[src/shared/cdtfr_regs.svh]
`ifndef CDTFR_REGS_SVH
`define CDTFR_REGS_SVH
// Register byte offsets.
`define CDTFR_OFF_LOAD 12'h400
`define CDTFR_OFF_VALUE 12'h404
`define CDTFR_OFF_CTRL 12'h408
`define CDTFR_OFF_ICLR 12'h40c
`define CDTFR_OFF_RAW 12'h410
`define CDTFR_OFF_MSK 12'h414
`define CDTFR_OFF_RELOAD 12'h418
`define CDTFR_OFF_TICK_DIVIDER 12'h41c
`define CDTFR_OFF_FREE 12'h420
// Control field positions.
`define CDTFR_CTL_FDIV_HI 23
`define CDTFR_CTL_FDIV_LO 16
`define CDTFR_CTL_FREE_EN 9
`define CDTFR_CTL_DBG 8
`define CDTFR_CTL_EN 7
`define CDTFR_CTL_IE 5
`define CDTFR_CTL_DIV_HI 3
`define CDTFR_CTL_DIV_LO 2
`define CDTFR_CTL_WIDE 1
// Top bit of the pre-divider field.
`define CDTFR_TICK_DIVIDER_HI 9
// Reset values and fixed readback.
`define CDTFR_RST_FDIV 8'h3e
`define CDTFR_RST_TICK_DIVIDER 10'h07d
`define CDTFR_ICLR_READ 32'h544d5241
// Extra prescale selector codes and their terminal counts.
`define CDTFR_DIV_1 2'h0
`define CDTFR_DIV_16 2'h1
`define CDTFR_DIV_256 2'h2
`define CDTFR_DIV16_LAST 8'h0f
`define CDTFR_DIV256_LAST 8'hff
`endif

[src/shared/cdtfr_pkg.sv]
package cdtfr_pkg;
   // Whole state of the timer block.
   typedef struct packed {
      logic [31:0] load_value;
      logic [31:0] current_count;
      logic [7:0] free_prescale;
      logic free_enable;
      logic stop_in_debug;
      logic timer_enable;
      logic timer_irq_enable;
      logic [1:0] extra_div;
      logic wide_counter_select;
      logic [9:0] tick_divider;
      logic [9:0] pre_cnt;
      logic [7:0] ext_cnt;
      logic [7:0] free_pre_cnt;
      logic [31:0] free_counter_value;
      logic irq_pending;
      logic [31:0] rdata;
   } cdtfr_state_t;
endpackage

[src/core/cdtfr_timer.sv]
// The APB register port was decided locally.
`include "cdtfr_regs.svh"

module cdtfr_timer #(
   parameter int ADDR_W = 12
) (
   // Clock and reset.
   input wire logic ref_clk,
   input wire logic arst_n,
   // APB slave.
   input wire logic psel,
   input wire logic penable,
   input wire logic pwrite,
   input wire logic [ADDR_W-1:0] paddr,
   input wire logic [31:0] pwdata,
   input wire logic [3:0] pstrb,
   output logic [31:0] prdata,
   output logic pready,
   output logic pslverr,
   // Host processor status.
   input wire logic debug_halted,
   // Interrupt.
   output logic timer_irq
);

   // Offsets need twelve address bits.
   if (ADDR_W < 12) begin : g_chk
      $error("ADDR_W must be at least 12");
   end

   // Present and next state.
   cdtfr_pkg::cdtfr_state_t s;
   cdtfr_pkg::cdtfr_state_t next_s;

   // Access phase strobes; the slave answers in the first access cycle.
   logic acc;
   logic wr;
   logic rd;
   logic halt;
   logic tick;
   logic ext_last;
   logic zero;
   logic [31:0] ctrl_word;
   logic mapped;

   assign acc = psel && penable;
   assign wr = acc && pwrite;
   assign rd = acc && !pwrite;
   assign pready = acc;

   // Debug halt freezes both counters when requested.
   assign halt = s.stop_in_debug && debug_halted;

   // Control word as read back; reserved bits are zero.
   always_comb begin
      ctrl_word = 32'h0;
      ctrl_word[`CDTFR_CTL_FDIV_HI:`CDTFR_CTL_FDIV_LO] = s.free_prescale;
      ctrl_word[`CDTFR_CTL_FREE_EN] = s.free_enable;
      ctrl_word[`CDTFR_CTL_DBG] = s.stop_in_debug;
      ctrl_word[`CDTFR_CTL_EN] = s.timer_enable;
      ctrl_word[`CDTFR_CTL_IE] = s.timer_irq_enable;
      ctrl_word[`CDTFR_CTL_DIV_HI:`CDTFR_CTL_DIV_LO] = s.extra_div;
      ctrl_word[`CDTFR_CTL_WIDE] = s.wide_counter_select;
   end

   // Address decode; unmapped addresses answer with an error.
   always_comb begin
      unique case (paddr[11:0])
         `CDTFR_OFF_LOAD, `CDTFR_OFF_VALUE, `CDTFR_OFF_CTRL,
         `CDTFR_OFF_ICLR, `CDTFR_OFF_RAW, `CDTFR_OFF_MSK,
         `CDTFR_OFF_RELOAD, `CDTFR_OFF_TICK_DIVIDER, `CDTFR_OFF_FREE:
            mapped = (ADDR_W == 12) || (paddr >> 12) == '0;
         default: mapped = 1'b0;
      endcase
   end
   assign pslverr = acc && !mapped;

   // The pre-divider wraps at its value, so the tick comes every value+1.
   assign tick = s.timer_enable && !halt
      && (s.pre_cnt == s.tick_divider);
   // Extra prescale: codes 00 and 11 pass every tick.
   always_comb begin
      unique case (s.extra_div)
         `CDTFR_DIV_16: ext_last = (s.ext_cnt == `CDTFR_DIV16_LAST);
         `CDTFR_DIV_256: ext_last = (s.ext_cnt == `CDTFR_DIV256_LAST);
         default: ext_last = 1'b1;
      endcase
   end
   // Terminal count checks only the active width.
   assign zero = s.wide_counter_select ? (s.current_count == 32'h0)
      : (s.current_count[15:0] == 16'h0);

   // Next state: counters, bus writes and read data.
   always_comb begin
      next_s = s;
      // Pre-divider runs while the timer is enabled and not halted.
      if (s.timer_enable && !halt) begin
         next_s.pre_cnt = tick ? 10'h0 : s.pre_cnt + 10'h1;
      end
      // Countdown, always periodic.
      if (tick) begin
         next_s.ext_cnt = ext_last ? 8'h0 : s.ext_cnt + 8'h1;
         if (ext_last) begin
            if (zero) begin
               // Reload and raise the pending flag.
               if (s.wide_counter_select) begin
                  next_s.current_count = s.load_value;
               end else begin
                  next_s.current_count = {16'h0, s.load_value[15:0]};
               end
               next_s.irq_pending = 1'b1;
            end else if (s.wide_counter_select) begin
               next_s.current_count = s.current_count - 32'h1;
            end else begin
               next_s.current_count[15:0] = s.current_count[15:0] - 16'h1;
            end
         end
      end
      // Free counter with its own prescaler; it only ever wraps.
      // A prescaler count left above a lowered prescale wraps at once.
      if (s.free_enable && !halt) begin
         if (s.free_pre_cnt >= s.free_prescale) begin
            next_s.free_pre_cnt = 8'h0;
            next_s.free_counter_value = s.free_counter_value + 32'h1;
         end else begin
            next_s.free_pre_cnt = s.free_pre_cnt + 8'h1;
         end
      end
      // Register writes; byte strobes are ignored, whole words only.
      if (wr && mapped) begin
         unique case (paddr[11:0])
            `CDTFR_OFF_LOAD: begin
               next_s.load_value = pwdata;
               next_s.current_count = pwdata;
            end
            `CDTFR_OFF_RELOAD: begin
               next_s.load_value = pwdata;
            end
            `CDTFR_OFF_CTRL: begin
               next_s.free_prescale =
                  pwdata[`CDTFR_CTL_FDIV_HI:`CDTFR_CTL_FDIV_LO];
               next_s.free_enable = pwdata[`CDTFR_CTL_FREE_EN];
               next_s.stop_in_debug = pwdata[`CDTFR_CTL_DBG];
               next_s.timer_enable = pwdata[`CDTFR_CTL_EN];
               next_s.timer_irq_enable = pwdata[`CDTFR_CTL_IE];
               next_s.extra_div =
                  pwdata[`CDTFR_CTL_DIV_HI:`CDTFR_CTL_DIV_LO];
               next_s.wide_counter_select = pwdata[`CDTFR_CTL_WIDE];
            end
            `CDTFR_OFF_ICLR: begin
               // A zero crossing in the same cycle wins over the clear.
               if (pwdata[0] && !(tick && ext_last && zero)) begin
                  next_s.irq_pending = 1'b0;
               end
            end
            `CDTFR_OFF_TICK_DIVIDER: begin
               next_s.tick_divider = pwdata[`CDTFR_TICK_DIVIDER_HI:0];
               next_s.pre_cnt = 10'h0;
            end
            default: begin
               // Read-only registers ignore writes.
               next_s.rdata = s.rdata;
            end
         endcase
      end
      // Read data captured during the setup cycle.
      next_s.rdata = 32'h0;
      if (psel && !penable && !pwrite && mapped) begin
         unique case (paddr[11:0])
            `CDTFR_OFF_LOAD: next_s.rdata = s.load_value;
            `CDTFR_OFF_RELOAD: next_s.rdata = s.load_value;
            `CDTFR_OFF_VALUE: next_s.rdata = s.current_count;
            `CDTFR_OFF_CTRL: next_s.rdata = ctrl_word;
            `CDTFR_OFF_ICLR: next_s.rdata = `CDTFR_ICLR_READ;
            `CDTFR_OFF_RAW: next_s.rdata = {31'h0, s.irq_pending};
            `CDTFR_OFF_MSK:
               next_s.rdata = {31'h0, s.irq_pending && s.timer_irq_enable};
            `CDTFR_OFF_TICK_DIVIDER: next_s.rdata = {22'h0, s.tick_divider};
            `CDTFR_OFF_FREE: next_s.rdata = s.free_counter_value;
            default: next_s.rdata = 32'h0;
         endcase
      end
   end

   // State register.
   always_ff @(posedge ref_clk or negedge arst_n) begin
      if (!arst_n) begin
         s <= '0;
         s.free_prescale <= `CDTFR_RST_FDIV;
         s.timer_irq_enable <= 1'b1;
         s.tick_divider <= `CDTFR_RST_TICK_DIVIDER;
      end else begin
         s <= next_s;
      end
   end

   // Read data is registered; masked interrupt output.
   assign prdata = rd ? s.rdata : 32'h0;
   assign timer_irq = s.irq_pending && s.timer_irq_enable;

   // Checks: each one guards a rule against the registered state.

   // A load write lands in the count at the same edge.
   chk_load_copy: assert property (
      @(posedge ref_clk) disable iff (!arst_n)
      wr && mapped && paddr[11:0] == `CDTFR_OFF_LOAD
      |=> s.current_count == $past(pwdata))
      else $error("load write not copied to count");
   // A reload write leaves the running count alone.
   chk_reload_defer: assert property (
      @(posedge ref_clk) disable iff (!arst_n)
      wr && mapped && paddr[11:0] == `CDTFR_OFF_RELOAD && !tick
      |=> s.current_count == $past(s.current_count))
      else $error("reload write changed count");
   // Every terminal count raises the pending flag.
   chk_zero_sets: assert property (
      @(posedge ref_clk) disable iff (!arst_n)
      tick && ext_last && zero
      |=> s.irq_pending)
      else $error("terminal count did not set pending");
   // A stopped timer keeps its count.
   chk_disabled_hold: assert property (
      @(posedge ref_clk) disable iff (!arst_n)
      !s.timer_enable && !wr
      |=> $stable(s.current_count))
      else $error("disabled timer counted");
   // Debug halt freezes both counters.
   chk_debug_halt: assert property (
      @(posedge ref_clk) disable iff (!arst_n)
      halt && !wr
      |=> $stable(s.free_counter_value) && $stable(s.current_count))
      else $error("counter moved in debug halt");
   // The interrupt line is pending gated by enable.
   chk_irq_and: assert property (
      @(posedge ref_clk) disable iff (!arst_n)
      timer_irq == (s.irq_pending && s.timer_irq_enable))
      else $error("irq not pending and enable");
   // The clear register reads back its fixed word.
   chk_clear_read: assert property (
      @(posedge ref_clk) disable iff (!arst_n)
      rd && mapped && paddr[11:0] == `CDTFR_OFF_ICLR
      |-> prdata == `CDTFR_ICLR_READ)
      else $error("clear register read wrong");
   // A disabled free counter does not move.
   chk_free_off: assert property (
      @(posedge ref_clk) disable iff (!arst_n)
      !s.free_enable
      |=> $stable(s.free_counter_value))
      else $error("free counter ran while disabled");
   // Narrow counting never disturbs the high half except by reload.
   chk_narrow_hi: assert property (
      @(posedge ref_clk) disable iff (!arst_n)
      !s.wide_counter_select && tick && !wr
      |=> s.current_count[31:16] == $past(s.current_count[31:16])
         || s.current_count[31:16] == 16'h0)
      else $error("narrow mode touched high half");
   // The masked status reads what the line showed at setup.
   chk_mask_read: assert property (
      @(posedge ref_clk) disable iff (!arst_n)
      rd && mapped && paddr[11:0] == `CDTFR_OFF_MSK
      |-> prdata == {31'h0, $past(timer_irq)})
      else $error("masked status read wrong");
   // The raw status reads the pending flag as it stood at setup.
   chk_raw_read: assert property (
      @(posedge ref_clk) disable iff (!arst_n)
      rd && mapped && paddr[11:0] == `CDTFR_OFF_RAW
      |-> prdata == {31'h0, $past(s.irq_pending)})
      else $error("raw status read wrong");
   // A write to the count register is ignored.
   chk_count_ro: assert property (
      @(posedge ref_clk) disable iff (!arst_n)
      wr && paddr[11:0] == `CDTFR_OFF_VALUE && !tick
      |=> $stable(s.current_count))
      else $error("read-only count was written");
   // Unmapped accesses answer with an error and no data.
   chk_unmapped_err: assert property (
      @(posedge ref_clk) disable iff (!arst_n)
      acc && !mapped
      |-> pslverr && prdata == 32'h0)
      else $error("unmapped access not refused");
   // A clear without a coincident terminal count drops the flag.
   chk_irq_clear: assert property (
      @(posedge ref_clk) disable iff (!arst_n)
      wr && mapped && paddr[11:0] == `CDTFR_OFF_ICLR && pwdata[0]
      && !(tick && ext_last && zero)
      |=> !s.irq_pending)
      else $error("clear did not drop pending");
   // Wide reload takes the whole load value.
   chk_wide_reload: assert property (
      @(posedge ref_clk) disable iff (!arst_n)
      tick && ext_last && zero && !wr && s.wide_counter_select
      |=> s.current_count == $past(s.load_value))
      else $error("wide reload wrong");
   // Narrow reload takes only the low half of the load value.
   chk_narrow_reload: assert property (
      @(posedge ref_clk) disable iff (!arst_n)
      tick && ext_last && zero && !wr && !s.wide_counter_select
      |=> s.current_count == {16'h0, $past(s.load_value[15:0])})
      else $error("narrow reload wrong");
   // A divided tick away from zero takes exactly one off the count.
   chk_count_step: assert property (
      @(posedge ref_clk) disable iff (!arst_n)
      tick && ext_last && !zero && !wr && s.wide_counter_select
      |=> s.current_count == $past(s.current_count) - 32'h1)
      else $error("count did not step by one");
   // Ticks swallowed by the extra prescale leave the count alone.
   chk_ext_hold: assert property (
      @(posedge ref_clk) disable iff (!arst_n)
      tick && !ext_last && !wr
      |=> $stable(s.current_count))
      else $error("count moved between divided ticks");
   // The free counter steps by one when its prescaler wraps.
   chk_free_step: assert property (
      @(posedge ref_clk) disable iff (!arst_n)
      s.free_enable && !halt && s.free_pre_cnt >= s.free_prescale
      |=> s.free_counter_value == $past(s.free_counter_value) + 32'h1)
      else $error("free counter did not step");
   // No countdown tick is produced in debug halt.
   chk_halt_tick: assert property (
      @(posedge ref_clk) disable iff (!arst_n)
      halt |-> !tick)
      else $error("tick during debug halt");

   // Coverage of the main scenarios.
   // A terminal count with reload.
   cov_reload: cover property (@(posedge ref_clk) disable iff (!arst_n)
      tick && ext_last && zero);
   // The pending flag being cleared.
   cov_clear: cover property (@(posedge ref_clk) disable iff (!arst_n)
      s.irq_pending ##1 !s.irq_pending);
   // The free counter moving.
   cov_free: cover property (@(posedge ref_clk) disable iff (!arst_n)
      $changed(s.free_counter_value));
   // A reload in narrow mode.
   cov_narrow: cover property (@(posedge ref_clk) disable iff (!arst_n)
      tick && ext_last && zero && !s.wide_counter_select);
   // The free counter held by debug halt.
   cov_halt: cover property (@(posedge ref_clk) disable iff (!arst_n)
      halt && s.free_enable);
endmodule

[config.mk]
export PLATFORM = sky130hd
export DESIGN_NAME = cdtfr_timer
export DESIGN_NICKNAME = d
export VERILOG_FILES = /design/src/shared/cdtfr_pkg.sv /design/src/core/cdtfr_timer.sv
export VERILOG_INCLUDE_DIRS = /design/src /design/src/shared
export SDC_FILE = /design/constraint.sdc
export NUM_CORES = 1
export LEC_CHECK = 0
export BUFFER_PORTS_ARGS = -buffer_cell sky130_fd_sc_hd__buf_2
export CELL_PAD_IN_SITES_DETAIL_PLACEMENT = 1
export CELL_PAD_IN_SITES_GLOBAL_PLACEMENT = 2
export CORE_UTILIZATION = 39
export CTS_BUF_LIST = sky130_fd_sc_hd__clkbuf_4 sky130_fd_sc_hd__clkbuf_8 sky130_fd_sc_hd__clkbuf_16
export DETAILED_ROUTE_END_ITERATION = 10
export PLACE_DENSITY_LB_ADDON = 0.1
export SETUP_SLACK_MARGIN = 0.4
export SLEW_MARGIN = 20
export SYNTH_ARGS = -nofsm -noshare
export SYNTH_HDL_FRONTEND = slang
export SYNTH_SLANG_ARGS = --single-unit
export TNS_END_PERCENT = 1
[constraint.sdc]
create_clock -name ref_clk -period 2.7 [get_ports ref_clk]
set_input_delay 0.135 -clock ref_clk [delete_from_list [all_inputs] [get_ports ref_clk]]
set_output_delay 0.135 -clock ref_clk [all_outputs]
set_load 0.005 [all_outputs]
==> run summary <==
Global routing finished with a remaining overflow of 0. The average instance area after synthesis is 10.0 um^2. The transition at the pin with the smallest max-transition slack is 664 ps. The power dissipated by switching net loads is 0.00132 W.

The cell count after synthesis came out at 966. The pre-antenna-repair detailed-routing pass consisted of 5 iterations. The min-delay analysis places its worst path in the category in2reg. The number of remaining DRC errors came out at 0.

The number of failing setup endpoints in the final timing report is 0. In the final timing run, aggregate negative setup slack is 0 ps. The number of port buffers is 84. The number of enable flip-flop cells after synthesis is 0. The number of placement rows is 57. The post-placement cell count is 1393. Wires add up to 32200 um. STA classifies the critical path endpoint as a flip-flop.

By count the netlist is led by sky130_fd_sc_hd__dfrtp_1 (168), sky130_fd_sc_hd__nand2_1 (78), sky130_fd_sc_hd__a21oi_1 (65). Yosys mapped the design onto 67 distinct sky130hd cell types. The combinational cell fraction of total power came out at 3.5%. The HPWL after detailed placement came out at 23400 um. The clock input transition at the sequential cells of the worst setup and hold paths came out at 70 ps. The remaining number of nets flagged by the antenna check after routing came out at 0. The detailed router finished its first iteration with 537 violations. The minimum period implied by the final worst setup slack came out at 2400 ps.

The mapped netlist covers 0.00968 mm^2. The fraction of layout instances using a drive strength above 1 is 29.1%. Counting along the longest clock path gives a buffer depth of 2.

For this run, the number of Yosys warnings is 0. The number of hold violations in the final report is 0. The largest fanout on the critical path is 6.

The filler cells instantiated in the layout total 2730. The total global-route track usage came out at 26.1%. IR analysis of the VDD net gives a maximum drop of 0.311 mV. The overall die width came out at 160 um. The run finished with clean final reports. The CTS tree is done. Counting the buffers created by CTS gives 17. On the final layout, the worst hold slack is 6.16 ps.

The starting utilization of the core area is 39.8%. Among all cell types in the netlist, the one instantiated most often is sky130_fd_sc_hd__dfrtp_1. The number of nets in the finished design is 1187. The pin count of the biggest net entering global routing is 73.

The via density per instance came out at 5.71. For this run, the share of the core covered by cells in the final layout is 49.5%. The critical path in this run is classified as reg2reg. The number of sinks driven by the clock tree came out at 180.

The die covers 0.0254 mm^2. Setup repair after global routing could not meet its margin everywhere. The biggest area contributor in the post-synthesis netlist is sky130_fd_sc_hd__dfrtp_1. The worst setup path is launched from a flip-flop. The fraction of power spent switching nets came out at 24.5%. The die boundary height came out at 160 um. For this block, the via count after detailed routing is 8309. The number of standard cells in the layout, taps in and fillers out came out at 1456. The number of levels the H-tree was split into came out at 4.

The relative slew slack came out at 55.7%. The tool flagged a number of max-cap violations equal to 0. The leakage power came out at 5.55 nW. The final weighted congestion of routability-driven global placement is 0.874. The portion of total power attributed to the clock network is 46.6%. The overall power consumption came out at 0.00540 W.

Data on the critical path arrives at its endpoint at 2690 ps. In this run, flip-flops and latches consume 50.0% of the power. The net count of the mapped netlist is 1034. The first global-routing pass estimated 50900 um of wire. Relative to the synthesized area, the layout overhead comes to 24.5%. The share of the Yosys chip area taken by registers is 46.7%. The number of antenna violations at the first check in global routing came to 0. Derived from the worst setup path, the maximum achievable clock frequency is 417 MHz. The largest clock skew in the final design is 14.5 ps. The most used flip-flop cell after synthesis is sky130_fd_sc_hd__dfrtp_1. For this design the top-level I/O count stands at 89. Yosys attributes the largest share of cell area to sky130_fd_sc_hd__dfrtp_1 (43%), sky130_fd_sc_hd__mux2_2 (6.8%), sky130_fd_sc_hd__xor2_1 (4.5%).

The total count of max-transition violations in the final report came out at 0. 0 antenna diodes ended up in the layout. The via count of the first global-routing pass is 8682. The number of synthesized register bits is 180. The fraction of synthesized cell area taken by the top area cell type is 43.5%. CTS placed an instance of sky130_fd_sc_hd__clkbuf_16 at the clock tree root. Power spread over the standard cell area amounts to 448 mW/mm^2. The area of the placeable core is 0.0243 mm^2. The internal power contribution is 0.00408 W.

The average wire per cell in the routed design is 22.1 um. After layout, the worst path uses 88.8% of the clock period. The clock reaches the later pin of the worst-skew pair after 440 ps.

The share of flip-flops with an asynchronous set or reset after synthesis is 100%. Data on the critical path is required at its endpoint by 2990 ps.
[sequential cells by signal (all words and copies together) (netlist names)]
register   cells
ctrl_word     15
s            165
[layout by cell type, fill, tap and decap left out, types with 6 or more instances in the layout]
| cell type | n |
|---|---|
| sky130_fd_sc_hd__nand4_1 | 14 |
| sky130_fd_sc_hd__a221oi_2 | 12 |
| sky130_fd_sc_hd__mux2_2 | 58 |
| sky130_fd_sc_hd__and3_1 | 7 |
| sky130_fd_sc_hd__buf_2 | 83 |
| sky130_fd_sc_hd__or3_1 | 9 |
| sky130_fd_sc_hd__xor2_1 | 50 |
| sky130_fd_sc_hd__a222oi_1 | 9 |
| sky130_fd_sc_hd__dfrtp_1 | 168 |
| sky130_fd_sc_hd__o21ai_0 | 23 |
| sky130_fd_sc_hd__and2_1 | 36 |
| sky130_fd_sc_hd__nor4_2 | 8 |
| sky130_fd_sc_hd__nor3_1 | 38 |
| sky130_fd_sc_hd__nor4_1 | 17 |
| sky130_fd_sc_hd__buf_6 | 8 |
| sky130_fd_sc_hd__a22oi_1 | 31 |
| sky130_fd_sc_hd__nand2_1 | 78 |
| sky130_fd_sc_hd__clkbuf_16 | 17 |
| sky130_fd_sc_hd__inv_1 | 27 |
| sky130_fd_sc_hd__xnor2_1 | 25 |
| sky130_fd_sc_hd__buf_4 | 64 |
| sky130_fd_sc_hd__a21oi_1 | 63 |
| sky130_fd_sc_hd__ha_1 | 13 |
| sky130_fd_sc_hd__a221oi_1 | 12 |
| sky130_fd_sc_hd__nand2b_1 | 9 |
| sky130_fd_sc_hd__dfstp_2 | 12 |
| sky130_fd_sc_hd__dlygate4sd3_1 | 23 |
| sky130_fd_sc_hd__nor2_1 | 62 |
| sky130_fd_sc_hd__o31ai_1 | 6 |
| sky130_fd_sc_hd__nand3_1 | 32 |
[logic make-up (layout without fill, tap and decap cells)]
logic type / after synthesis / count (layout) / synth area share (%)
AOI/OAI and AO/OA: 207 / 207 / 15.2
xor gates and xnor gates: 75 / 75 / 6.79
adders and majority gates: 14 / 14 / 1.81
buffers and inverters: 78 / 244 / 3.35
DFF: 180 / 180 / 46.7
muxes: 63 / 63 / 7.27
and+or+nand+nor: 349 / 349 / 18.9
[stage by stage]
stage,instance area [um^2],setup WS (ps)
floorplan,9680,314
CTS,11900,236
global placement,10900,168
global route,12000,244
finish,12000,303
detailed placement,10900,142
[per-layer routing]
| metal | vias up | GRT usage, % | routed length [um] |
|---|---|---|---|
| met5 | - | 0 | 0 |
| met3 | 29 | 3.86 | 1070 |
| met1 | 4298 | 37.9 | 15900 |
| met4 | 0 | 5.33 | 421 |
| met2 | 152 | 41.0 | 14800 |
| li1 | 3830 | - | - |
[path summary, 6_finish.rpt]
kind / startpoint / slack [ps] / end / cells after the start
worst max-delay path: s[140] / 300 / s[122] / 8
worst min-delay path: pwdata[1] / 6 / s[92] / 2
worst max register to register: s[140] / 300 / s[122] / 8
worst min register to register: s[64] / 480 / s[64] / 1
max in group asynchronous: arst_n / 1590 / ctrl_word[17] / 3
min in group asynchronous: arst_n / 290 / s[38] / 2
[power groups by stage]
stage          Combinational, W  Clock (W)  Sequential, W
6_report               0.000186    0.00251        0.00270
2_1_floorplan         0.0000217          0        0.00275
4_1_cts                0.000190    0.00256        0.00270
5_1_grt                0.000207    0.00266        0.00270
3_5_place_dp           0.000163          0        0.00275
3_3_place_gp           0.000161          0        0.00275
[timing repair]
item	in CTS	in global routing
setup buffers	7	0
cloned	1	0
endpoints found under the setup margin	44	57
gates resized for setup	32	25
hold buffers	23	0
hold endpoints to repair	110	0
pin swaps	11	6
[area by class of cell]
class | count | area, um^2 | area share [%]
Tap cell | 324 | 405 | 3.37
Inverter | 28 | 105 | 0.873
Timing Repair Buffer | 184 | 1330 | 11.1
Multi-Input combinational cell | 708 | 5110 | 42.4
Clock buffer | 18 | 433 | 3.59
Sequential cell | 180 | 4520 | 37.5
Clock inverter | 14 | 141 | 1.17
[worst max-delay path, cell delays in order (launching register included)]
cell and delay (ps):
sky130_fd_sc_hd__dfrtp_1 380, sky130_fd_sc_hd__or4_4 540, sky130_fd_sc_hd__or4_4 480, sky130_fd_sc_hd__o21ai_4 210, sky130_fd_sc_hd__buf_6 140, sky130_fd_sc_hd__nand4_4 130
sky130_fd_sc_hd__buf_6 190, sky130_fd_sc_hd__o22ai_2 130, sky130_fd_sc_hd__a21oi_1 60
Note: power is estimated with default switching activity, not from simulation.
